[config.mk]
export PLATFORM = sky130hd
export DESIGN_NAME = pllc_top
export DESIGN_NICKNAME = d
export VERILOG_FILES = /design/src/core/pllc_pkg.sv /design/src/core/pllc_div_if.sv /design/src/core/pllc_div.sv /design/src/core/pllc_top.sv
export SDC_FILE = /design/constraint.sdc
export NUM_CORES = 1
export LEC_CHECK = 0
export BUFFER_PORTS_ARGS = -buffer_cell sky130_fd_sc_hd__buf_2
export CAP_MARGIN = 30
export CORE_AREA = 2 2 153 184
export CTS_BUF_LIST = sky130_fd_sc_hd__clkbuf_4 sky130_fd_sc_hd__clkbuf_8
export CTS_CLUSTER_SIZE = 16
export DETAILED_ROUTE_END_ITERATION = 7
export DIE_AREA = 0 0 155 186
export HOLD_SLACK_MARGIN = 0.08
export PLACE_DENSITY = 0.61
export SLEW_MARGIN = 10
export SYNTH_ARGS = -nofsm -noshare
export SYNTH_HDL_FRONTEND = slang
export SYNTH_HIERARCHICAL = 1
export SYNTH_SLANG_ARGS = --single-unit
[constraint.sdc]
create_clock -name clk_i -period 24 [get_ports clk_i]
set_input_delay 2.4 -clock clk_i [delete_from_list [all_inputs] [get_ports clk_i]]
set_output_delay 2.4 -clock clk_i [all_outputs]
set_load 0.01 [all_outputs]
[src/core/pllc_pkg.sv]
// package of register offsets, fields and reset values for the pll control block
package pllc_pkg;
  localparam logic [7:0]  PLLC_CFG_OFS      = 8'h00;
  localparam logic [7:0]  PLLC_NDIV_OFS     = 8'h04;
  localparam logic [7:0]  PLLC_OUTEN_OFS    = 8'h08;
  localparam logic [7:0]  PLLC_STAT_OFS     = 8'h0C;
  localparam logic [7:0]  PLLC_IRQ_OFS      = 8'h10;
  localparam logic [7:0]  PLLC_MASK_OFS     = 8'h14;
  localparam logic [7:0]  PLLC_RDIV_OFS     = 8'h18;
  localparam int          PLLC_SEL_LSB      = 20;
  localparam int          PLLC_SEL_MSB      = 23;
  localparam int          PLLC_POL_BIT      = 24;
  localparam int          PLLC_TRI_BIT      = 25;
  localparam int          PLLC_SLEEP_BIT    = 26;
  localparam int          PLLC_GOE_BIT      = 27;
  localparam int          PLLC_GAIN_LSB     = 30;
  localparam int          PLLC_NDIV_W       = 18;
  localparam int          PLLC_RDIV_W       = 12;
  localparam logic [3:0]  PLLC_SEL_RST      = 4'h0;
  localparam logic [17:0] PLLC_NDIV_RST     = 18'h002F8;
  localparam logic [11:0] PLLC_RDIV_RST     = 12'h00A;
  localparam logic [1:0]  PLLC_GAIN_RST     = 2'h0;
  localparam logic [7:0]  PLLC_OUTEN_RST    = 8'h00;
  localparam logic [3:0]  PLLC_SEL_HIZ      = 4'h0;
  localparam logic [3:0]  PLLC_SEL_HIGH     = 4'h1;
  localparam logic [3:0]  PLLC_SEL_LOW      = 4'h2;
  localparam logic [3:0]  PLLC_SEL_LOCK     = 4'h3;
  localparam logic [3:0]  PLLC_SEL_LOCK_N   = 4'h4;
  localparam logic [3:0]  PLLC_SEL_FBHALF   = 4'h9;
  localparam logic [3:0]  PLLC_SEL_REFHALF  = 4'hB;
  localparam int          PLLC_IRQ_W        = 3;
  typedef logic [1:0] pllc_resp_t;
  localparam pllc_resp_t  PLLC_OKAY         = 2'h0;
  localparam pllc_resp_t  PLLC_SLVERR       = 2'h2;
endpackage : pllc_pkg

[src/core/pllc_div_if.sv]
// interface carrying divider settings and terminal-count pulses
`timescale 1ns/100ps
`default_nettype none
interface pllc_div_if;
  logic [17:0] modulus;
  logic        run;
  logic        tc;
  modport ctrl (output modulus, output run, input tc);
  modport div  (input modulus, input run, output tc);
endinterface : pllc_div_if
`default_nettype wire

[src/core/pllc_div.sv]
// programmable divider producing one terminal-count pulse per modulus input edges
`timescale 1ns/100ps
`default_nettype none
module pllc_div (
  input  wire logic  clk_i,
  input  wire logic  rst_b_i,
  input  wire logic  ref_edge_i,
  pllc_div_if.div    bus
);
  logic [17:0] count_reg;

  always_ff @(posedge clk_i or negedge rst_b_i) begin
    if (!rst_b_i) begin
      count_reg <= 18'h00000;
      bus.tc    <= 1'b0;
    end else if (!bus.run || bus.modulus == 18'h00000) begin
      count_reg <= 18'h00000;
      bus.tc    <= 1'b0;
    end else if (ref_edge_i) begin
      if (count_reg >= bus.modulus - 18'h00001) begin
        count_reg <= 18'h00000;
        bus.tc    <= 1'b1;
      end else begin
        count_reg <= count_reg + 18'h00001;
        bus.tc    <= 1'b0;
      end
    end else begin
      bus.tc <= 1'b0;
    end
  end
endmodule : pllc_div
`default_nettype wire

[src/core/pllc_top.sv]
// pll control: lock pin selector, power and output enables, dividers, axi
`timescale 1ns/100ps
`default_nettype none
module pllc_top
  import pllc_pkg::*;
#(
  parameter int N_OUT = 8
) (
  input  wire logic               clk_i,
  input  wire logic               rst_b_i,
  input  wire logic               vco_edge_i,
  input  wire logic               ref_edge_i,
  input  wire logic               phase_match_i,
  input  wire logic               goe_pin_i,
  input  wire logic [7:0]         s_axi_awaddr,
  input  wire logic               s_axi_awvalid,
  output logic                    s_axi_awready,
  input  wire logic [31:0]        s_axi_wdata,
  input  wire logic [3:0]         s_axi_wstrb,
  input  wire logic               s_axi_wvalid,
  output logic                    s_axi_wready,
  output logic [1:0]              s_axi_bresp,
  output logic                    s_axi_bvalid,
  input  wire logic               s_axi_bready,
  input  wire logic [7:0]         s_axi_araddr,
  input  wire logic               s_axi_arvalid,
  output logic                    s_axi_arready,
  output logic [31:0]             s_axi_rdata,
  output logic [1:0]              s_axi_rresp,
  output logic                    s_axi_rvalid,
  input  wire logic               s_axi_rready,
  output logic                    lock_status_pin_o,
  output logic                    lock_status_pin_oe_b_o,
  output logic [N_OUT-1:0]        output_enable_o,
  output logic                    low_buffer_en_o,
  output logic                    high_buffer_en_o,
  output logic                    device_sleep_o,
  output logic                    pump_high_impedance_o,
  output logic                    pump_polarity_o,
  output logic [5:0]              pump_gain_mult_o,
  output logic [17:0]             feedback_modulus_o,
  output logic                    irq_o
);
  import pllc_pkg::*;

  logic        rst_s1_reg, rst_b;
  logic [2:0]  vco_sync_reg, ref_sync_reg, lock_sync_reg;
  logic [1:0]  goe_sync_reg;
  logic        vco_rise, ref_rise;
  logic [31:0] cfg_reg;
  logic [17:0] ndiv_reg;
  logic [11:0] rdiv_reg;
  logic [N_OUT-1:0] outen_reg;
  logic [PLLC_IRQ_W-1:0] irq_stat_reg, irq_mask_reg, irq_event;
  logic        fb_half_reg, ref_half_reg;
  logic        lock_prev_reg;
  logic [3:0]  sel;
  logic        sleep, global_en, locked;
  logic        aw_held_reg, w_held_reg;
  logic [7:0]  awaddr_reg;
  logic [31:0] wdata_reg;
  logic [3:0]  wstrb_reg;
  logic        wr_go;
  logic [31:0] rd_val;
  logic        rd_hit;
  logic [31:0] wr_mask, ndiv_wide, rdiv_wide;

  pllc_div_if fb_if ();
  pllc_div_if rf_if ();

  // reset release through two flops
  always_ff @(posedge clk_i or negedge rst_b_i) begin
    if (!rst_b_i) begin
      rst_s1_reg <= 1'b0;
      rst_b      <= 1'b0;
    end else begin
      rst_s1_reg <= 1'b1;
      rst_b      <= rst_s1_reg;
    end
  end

  // pin inputs pass two flops; third stage for edge detection and for the lock level
  always_ff @(posedge clk_i or negedge rst_b) begin
    if (!rst_b) begin
      vco_sync_reg  <= 3'h0;
      ref_sync_reg  <= 3'h0;
      lock_sync_reg <= 3'h0;
      goe_sync_reg  <= 2'h0;
    end else begin
      vco_sync_reg  <= {vco_sync_reg[1:0], vco_edge_i};
      ref_sync_reg  <= {ref_sync_reg[1:0], ref_edge_i};
      lock_sync_reg <= {lock_sync_reg[1:0], phase_match_i};
      goe_sync_reg  <= {goe_sync_reg[0], goe_pin_i};
    end
  end
  assign vco_rise = vco_sync_reg[1] & ~vco_sync_reg[2];
  assign ref_rise = ref_sync_reg[1] & ~ref_sync_reg[2];
  assign locked   = lock_sync_reg[2];

  assign sel       = cfg_reg[PLLC_SEL_MSB:PLLC_SEL_LSB];
  assign sleep     = cfg_reg[PLLC_SLEEP_BIT];
  assign global_en = cfg_reg[PLLC_GOE_BIT] & goe_sync_reg[1];

  // feedback divider counts vco edges ahead of the phase detector
  assign fb_if.modulus = ndiv_reg;
  assign fb_if.run     = ~sleep;
  assign rf_if.modulus = {6'h00, rdiv_reg};
  assign rf_if.run     = ~sleep;

  pllc_div u_fb_div (
    .clk_i      (clk_i),
    .rst_b_i    (rst_b),
    .ref_edge_i (vco_rise),
    .bus        (fb_if.div)
  );

  pllc_div u_ref_div (
    .clk_i      (clk_i),
    .rst_b_i    (rst_b),
    .ref_edge_i (ref_rise),
    .bus        (rf_if.div)
  );

  // halved divider outputs
  always_ff @(posedge clk_i or negedge rst_b) begin
    if (!rst_b) begin
      fb_half_reg  <= 1'b0;
      ref_half_reg <= 1'b0;
    end else begin
      if (fb_if.tc) fb_half_reg <= ~fb_half_reg;
      if (rf_if.tc) ref_half_reg <= ~ref_half_reg;
    end
  end

  // lock pin selector
  always_ff @(posedge clk_i or negedge rst_b) begin
    if (!rst_b) begin
      lock_status_pin_o      <= 1'b0;
      lock_status_pin_oe_b_o <= 1'b1;
    end else if (sleep) begin
      lock_status_pin_o      <= 1'b0;
      lock_status_pin_oe_b_o <= 1'b1;
    end else begin
      lock_status_pin_oe_b_o <= 1'b0;
      unique case (sel)
        PLLC_SEL_HIGH:    lock_status_pin_o <= 1'b1;
        PLLC_SEL_LOW:     lock_status_pin_o <= 1'b0;
        PLLC_SEL_LOCK:    lock_status_pin_o <= locked;
        PLLC_SEL_LOCK_N:  lock_status_pin_o <= ~locked;
        PLLC_SEL_FBHALF:  lock_status_pin_o <= fb_half_reg;
        PLLC_SEL_REFHALF: lock_status_pin_o <= ref_half_reg;
        default: begin
          lock_status_pin_o      <= 1'b0;
          lock_status_pin_oe_b_o <= 1'b1;
        end
      endcase
    end
  end

  // clock output gating and group buffers
  always_ff @(posedge clk_i or negedge rst_b) begin
    if (!rst_b) begin
      output_enable_o  <= '0;
      low_buffer_en_o  <= 1'b0;
      high_buffer_en_o <= 1'b0;
    end else begin
      output_enable_o  <= (global_en && !sleep) ? outen_reg : '0;
      low_buffer_en_o  <= global_en && !sleep
                          && (|outen_reg[3:0]);
      high_buffer_en_o <= global_en && !sleep
                          && (|outen_reg[N_OUT-1:4]);
    end
  end

  // pump controls
  always_ff @(posedge clk_i or negedge rst_b) begin
    if (!rst_b) begin
      device_sleep_o        <= 1'b0;
      pump_high_impedance_o <= 1'b0;
      pump_polarity_o       <= 1'b0;
      pump_gain_mult_o      <= 6'h01;
      feedback_modulus_o    <= PLLC_NDIV_RST;
    end else begin
      device_sleep_o        <= sleep;
      pump_high_impedance_o <= cfg_reg[PLLC_TRI_BIT] | sleep;
      pump_polarity_o       <= cfg_reg[PLLC_POL_BIT];
      feedback_modulus_o    <= ndiv_reg;
      unique case (cfg_reg[PLLC_GAIN_LSB +: 2])
        2'h0: pump_gain_mult_o <= 6'h01;
        2'h1: pump_gain_mult_o <= 6'h04;
        2'h2: pump_gain_mult_o <= 6'h10;
        2'h3: pump_gain_mult_o <= 6'h20;
      endcase
    end
  end

  // events: lock gained, lock lost, selector code 8, A or C to F written
  always_ff @(posedge clk_i or negedge rst_b) begin
    if (!rst_b) lock_prev_reg <= 1'b0;
    else        lock_prev_reg <= locked;
  end
  assign irq_event[0] = locked & ~lock_prev_reg;
  assign irq_event[1] = ~locked & lock_prev_reg;
  assign irq_event[2] = wr_go && awaddr_reg == PLLC_CFG_OFS && wstrb_reg[2]
                        && (wdata_reg[23:20] == 4'h8
                            || wdata_reg[23:20] == 4'hA
                            || wdata_reg[23:20] >= 4'hC);

  // axi write channel: address and data taken in either order
  assign wr_go = aw_held_reg && w_held_reg && !s_axi_bvalid;

  always_ff @(posedge clk_i or negedge rst_b) begin
    if (!rst_b) begin
      aw_held_reg   <= 1'b0;
      w_held_reg    <= 1'b0;
      awaddr_reg    <= 8'h00;
      wdata_reg     <= 32'h00000000;
      wstrb_reg     <= 4'h0;
      s_axi_awready <= 1'b0;
      s_axi_wready  <= 1'b0;
      s_axi_bvalid  <= 1'b0;
      s_axi_bresp   <= PLLC_OKAY;
    end else begin
      s_axi_awready <= !aw_held_reg && !s_axi_awready && s_axi_awvalid;
      s_axi_wready  <= !w_held_reg && !s_axi_wready && s_axi_wvalid;
      if (s_axi_awvalid && s_axi_awready) begin
        aw_held_reg <= 1'b1;
        awaddr_reg  <= s_axi_awaddr;
      end
      if (s_axi_wvalid && s_axi_wready) begin
        w_held_reg <= 1'b1;
        wdata_reg  <= s_axi_wdata;
        wstrb_reg  <= s_axi_wstrb;
      end
      if (wr_go) begin
        aw_held_reg  <= 1'b0;
        w_held_reg   <= 1'b0;
        s_axi_bvalid <= 1'b1;
        s_axi_bresp  <= (awaddr_reg > PLLC_RDIV_OFS
                         || awaddr_reg == PLLC_STAT_OFS)
                        ? PLLC_SLVERR : PLLC_OKAY;
      end else if (s_axi_bvalid && s_axi_bready) begin
        s_axi_bvalid <= 1'b0;
      end
    end
  end

  // byte lanes without a strobe keep their old contents
  assign wr_mask   = {{8{wstrb_reg[3]}}, {8{wstrb_reg[2]}},
                      {8{wstrb_reg[1]}}, {8{wstrb_reg[0]}}};
  assign ndiv_wide = ({14'h0000, ndiv_reg} & ~wr_mask)
                     | (wdata_reg & wr_mask);
  assign rdiv_wide = ({20'h00000, rdiv_reg} & ~wr_mask)
                     | (wdata_reg & wr_mask);

  // register file with byte strobes
  always_ff @(posedge clk_i or negedge rst_b) begin
    if (!rst_b) begin
      cfg_reg <= 32'h00000000 | (32'h1 << PLLC_GOE_BIT);
      ndiv_reg     <= PLLC_NDIV_RST;
      rdiv_reg     <= PLLC_RDIV_RST;
      outen_reg    <= PLLC_OUTEN_RST;
      irq_mask_reg <= '0;
    end else if (wr_go) begin
      unique case (awaddr_reg)
        PLLC_CFG_OFS:   cfg_reg <= (cfg_reg & ~wr_mask)
                                   | (wdata_reg & wr_mask);
        PLLC_NDIV_OFS:  ndiv_reg <= ndiv_wide[PLLC_NDIV_W-1:0];
        PLLC_RDIV_OFS:  rdiv_reg <= rdiv_wide[PLLC_RDIV_W-1:0];
        PLLC_OUTEN_OFS: if (wstrb_reg[0]) outen_reg <= wdata_reg[N_OUT-1:0];
        PLLC_MASK_OFS:  if (wstrb_reg[0]) irq_mask_reg <=
                          wdata_reg[PLLC_IRQ_W-1:0];
        default: ;
      endcase
    end
  end

  // sticky status: set wins over write-one-to-clear
  always_ff @(posedge clk_i or negedge rst_b) begin
    if (!rst_b) irq_stat_reg <= '0;
    else if (wr_go && awaddr_reg == PLLC_IRQ_OFS && wstrb_reg[0])
      irq_stat_reg <= (irq_stat_reg & ~wdata_reg[PLLC_IRQ_W-1:0])
                      | irq_event;
    else
      irq_stat_reg <= irq_stat_reg | irq_event;
  end

  always_ff @(posedge clk_i or negedge rst_b) begin
    if (!rst_b) irq_o <= 1'b0;
    else        irq_o <= |(irq_stat_reg & irq_mask_reg);
  end

  // read channel
  always_comb begin
    rd_val = 32'h00000000;
    rd_hit = 1'b1;
    unique case (s_axi_araddr)
      PLLC_CFG_OFS:   rd_val = cfg_reg;
      PLLC_NDIV_OFS:  rd_val = {14'h0000, ndiv_reg};
      PLLC_RDIV_OFS:  rd_val = {20'h00000, rdiv_reg};
      PLLC_OUTEN_OFS: rd_val = {24'h000000, outen_reg};
      PLLC_STAT_OFS:  rd_val = {27'h0000000, ref_half_reg, fb_half_reg,
                                global_en, low_buffer_en_o | high_buffer_en_o,
                                locked};
      PLLC_IRQ_OFS:   rd_val = {29'h00000000, irq_stat_reg};
      PLLC_MASK_OFS:  rd_val = {29'h00000000, irq_mask_reg};
      default:        rd_hit = 1'b0;
    endcase
  end

  always_ff @(posedge clk_i or negedge rst_b) begin
    if (!rst_b) begin
      s_axi_arready <= 1'b0;
      s_axi_rvalid  <= 1'b0;
      s_axi_rdata   <= 32'h00000000;
      s_axi_rresp   <= PLLC_OKAY;
    end else begin
      s_axi_arready <= !s_axi_arready && !s_axi_rvalid && s_axi_arvalid;
      if (s_axi_arvalid && s_axi_arready) begin
        s_axi_rvalid <= 1'b1;
        s_axi_rdata  <= rd_val;
        s_axi_rresp  <= rd_hit ? PLLC_OKAY : PLLC_SLVERR;
      end else if (s_axi_rvalid && s_axi_rready) begin
        s_axi_rvalid <= 1'b0;
      end
    end
  end
endmodule : pllc_top
`default_nettype wire

==> key figures <==
Worst setup path
  – Reg-to-reg critical path endpoint: u_ref_div/bus.tc
  – Critical path fanouts, max: 12
  – Data arrival time of the critical path: 4750 ps
  – Worst r2r path cells: 14
  – Start-to-end type of the worst setup path: reg2reg
  – Req. time, crit path: approximately 24,000 ps
  – Setup slack of the most critical reg-to-reg path: ~20,000 ps
  – Startpoint class of the critical path: register
  – Endpoint type of the worst setup path: register

Synthesis
  – Async set-or-reset flop fraction in the synthesized netlist: between 90% and 100%
  – Proportion of synthesized chip area in sequential cells: a little over half
  – Number of flip-flops and latches in the synthesized netlist: roughly 250
  – Post-Syn Area per Cell: approximately 12 sq um
  – Dominant register cell in the synthesized netlist: dfrtp_1
  – Area of the mapped netlist: 0.0120 sq mm
  – Area share of and/or/nand/nor cells after synthesis: between 10% and 20%
  – Xor and xnor fraction of the mapped netlist area: 3.21%
  – Syn. warnings: 6
  – Cells after synthesis: slightly below 1k
  – Area share of fa/ha/maj cells after synthesis: 4.17%
  – Post-synth EDFFs: 0
  – Mux share of post-synthesis cell area: between 10% and 20%
  – Compound-gate portion of the synthesized area: under 10%
  – Number of distinct library cells after synthesis: a little under 80
  – Main combinational cell family by area after synthesis: simple AND/OR/NAND/NOR gates

Global routing
  – Via count of the first global-routing pass: between 8k and 9k
  – Global-route total usage across every layer: between 20% and 30%
  – Number of antenna violations at the first check in global routing: 1
  – Maximum number of pins on one net before global-route repair: 70
  – Global-route wire length before repair: ~46,000 um
  – Remaining global-route overflow: 0

Detailed routing
  – Wire length per cell: about 19 um
  – Via count: between 8k and 9k
  – First DRT Iteration DRCs: ~380
  – DRC violations left: 0
  – Drt first pass iters: 6
  – DR vias/cell: 5.44
  – Antenna-violating nets left: 0
  – Wire length reported by the detailed router: 28,500 um

Place
  – Final weighted congestion in routability-driven placement: 0.855
  – HPWL after detailed placement: 20,000 um
  – Placed inst area: around 0.013 sq mm
  – Count of input and output buffers: ~140

Floorplanning
  – Horiz. Die Dim: around 160 um
  – Initial Util: between 40 and 50%
  – Floorplan die area: around 0.029 sq mm
  – Top-Level Pins: approximately 140
  – Site Rows: 66
  – Total core area: between 0.02 and 0.03 sq mm
  – Die Ht: approximately 190 um

Final layout
  – Count of nets after finishing: about 1.3k
  – Post-layout instance area: approximately 0.014 sq mm
  – Highest-count cells in the layout ignoring fill and taps: 235 x dfrtp_1, 139 x buf_2, 118 x mux2_2
  – Commonest non-fill, non-tap cell in the layout: dfrtp_1
  – Synthesis-to-layout area growth: 16.6%
  – Final core area utilization: roughly half
  – Ratio of cells with drive above 1 in the final layout: between 30% and 40%
  – Number of diodes: 0

Power and ir drop
  – Overall Power: approximately 0.0012 W
  – PwrDens: approximately 86 mW/mm^2
  – Leakage power summed over all cells: roughly 7 nW
  – Worst VDD drop: about 64 uV

Timing
  – Relative max-transition margin: 42.8%
  – Setup TNS: 0 ps
  – Unrepaired setup endpoints after global routing: no
  – Period utilization: between 15 and 20%
  – Minimum clock period after layout: around 4300 ps
  – Final number of hold-violating endpoints: 0
  – Max Fclk: between 200 and 250 MHz
  – Worst Max-Slew Pin Slew: about 860 ps
  – Final-report setup violation count: 0
  – Final Max Tran Viols: 0
  – Minimum hold slack: 342 ps
  – Worst setup skew after layout: 27.6 ps

Worst hold path
  – Min-Delay Endpoint: lock_sync_reg[1]
  – Worst hold path cell count: 0
  – Worst min-delay path class: reg2reg
  – Hold Path Origin: lock_sync_reg[0]

Clock network
  – Clock tree from TritonCTS: yes
  – Setup fix buffers added after clock tree synthesis: 0
  – PostCTS Resize Cnt: 0
  – Clock Latency Late Sink: ~570 ps
  – Clock transition at the registers of the reported paths: approximately 60 ps
  – Clock buffers created by TritonCTS: between 40 and 50
  – Root Buffer: clkbuf_8
  – Max Buffers Root-to-Sink: 3
  – Htree depth: 2
  – Total of hold buffers inserted after clock tree synthesis: 0
  – Sinks on the clock net: ~250

Run
  – Max-cap violations: 0

Run status
  – Result of the run: complete, no violations
==> per-layer routing <==
layer / wire [um] / track usage, % / part of all wire (%) / up-vias
li1: - / - / - / 3934
met1: 12300 / 25.1 / 43 / 4133
met2: 13700 / 34.3 / 48 / 203
met3: 1620 / 4.77 / 5.7 / 58
met4: 880 / 7.37 / 3.1 / 2
met5: 11 / 0 / 0.039 / -
==> cell type report <==
type	count	area (sq um)
clock inverter	8	82.6
inverter	24	90.1
tap	340	425
multi-input combinational	687	5390
fill	2410	13000
timing repair buffer	152	833
clock buffer	68	817
sequential	253	6360
==> worst max path at each step <==
stage                          startpoint                      end  slack, ps  depth (start not counted)
after floorplan                     rst_b                async pin      16460                          0
after global placement    s_axi_araddr[5]          s_axi_rdata[31]      19690                          5
after detailed placement  s_axi_araddr[5]          s_axi_rdata[24]      19660                          5
after CTS                        register         u_ref_div/bus.tc      19690                         14
after global routing             register  u_ref_div/count_reg[17]      19370                         14
final                            register         u_ref_div/bus.tc      19680                         14
==> where the power goes <==
part	internal, W	leakage [nW]	total (W)	switching [W]
registers	0.000487	3.31	0.000553	0.0000657
clock network	0.000228	0.478	0.000407	0.000179
logic	0.000118	3.14	0.000243	0.000126
==> worst max-delay path, cell delays in order, from the launching register on <==
cell and delay (ps):
dfrtp_1 420, inv_1 100, ha_1 210, or2b_2 310
or4_4 480, nor3_1 360, nand2_1 110, xor2_1 160
ha_1 280, and3_1 200, a221o_1 370, a221oi_2 660
a21boi_1 130, buf_4 230, nor2b_1 150
==> per-stage QoR <==
step	std cells	setup WS (ps)
after CTS	1531	19690
after global routing	1532	19370
after detailed placement	1455	19660
final	1532	19680
after global placement	1453	19690
after floorplan	1005	16460
==> cells by family (layout without fill, tap and decap cells) <==
logic type / Yosys count / count (layout)
simple gates: 293 / 293
flops: 253 / 253
mux: 144 / 144
compound gates: 143 / 143
buf+inv: 65 / 252
xor+xnor: 44 / 44
fa+ha+maj: 40 / 40
other cells: 2 / 23
==> synthesized netlist by cell type (5+ instances only) <==
cell type / n / area (sq um)
inv_1: 24 / 90.1
mux2i_1: 25 / 250
a21oi_1: 26 / 130
or2_2: 5 / 31.3
o21ai_0: 23 / 115
and3_1: 10 / 62.6
clkbuf_1: 17 / 63.8
xor2_1: 25 / 219
nor4_1: 6 / 37.5
dfrtp_1: 236 / 5910
nor3_2: 12 / 120
nand3b_1: 5 / 37.5
nor3b_1: 8 / 60.1
o22ai_1: 7 / 43.8
xnor2_1: 19 / 166
nand4_1: 23 / 144
nand3_1: 35 / 175
ha_1: 40 / 500
buf_6: 9 / 101
nor2b_1: 13 / 81.3
a22o_1: 23 / 201
a21o_1: 6 / 45.0
a31oi_1: 13 / 81.3
nor3_1: 18 / 90.1
and2_1: 15 / 93.8
nand2_1: 57 / 214
nor2_1: 30 / 113
dfstp_2: 17 / 447
nand2b_1: 15 / 93.8
mux2_2: 118 / 1330
buf_2: 10 / 50.1
or3_1: 6 / 37.5
(Power assumes the default switching activity.)
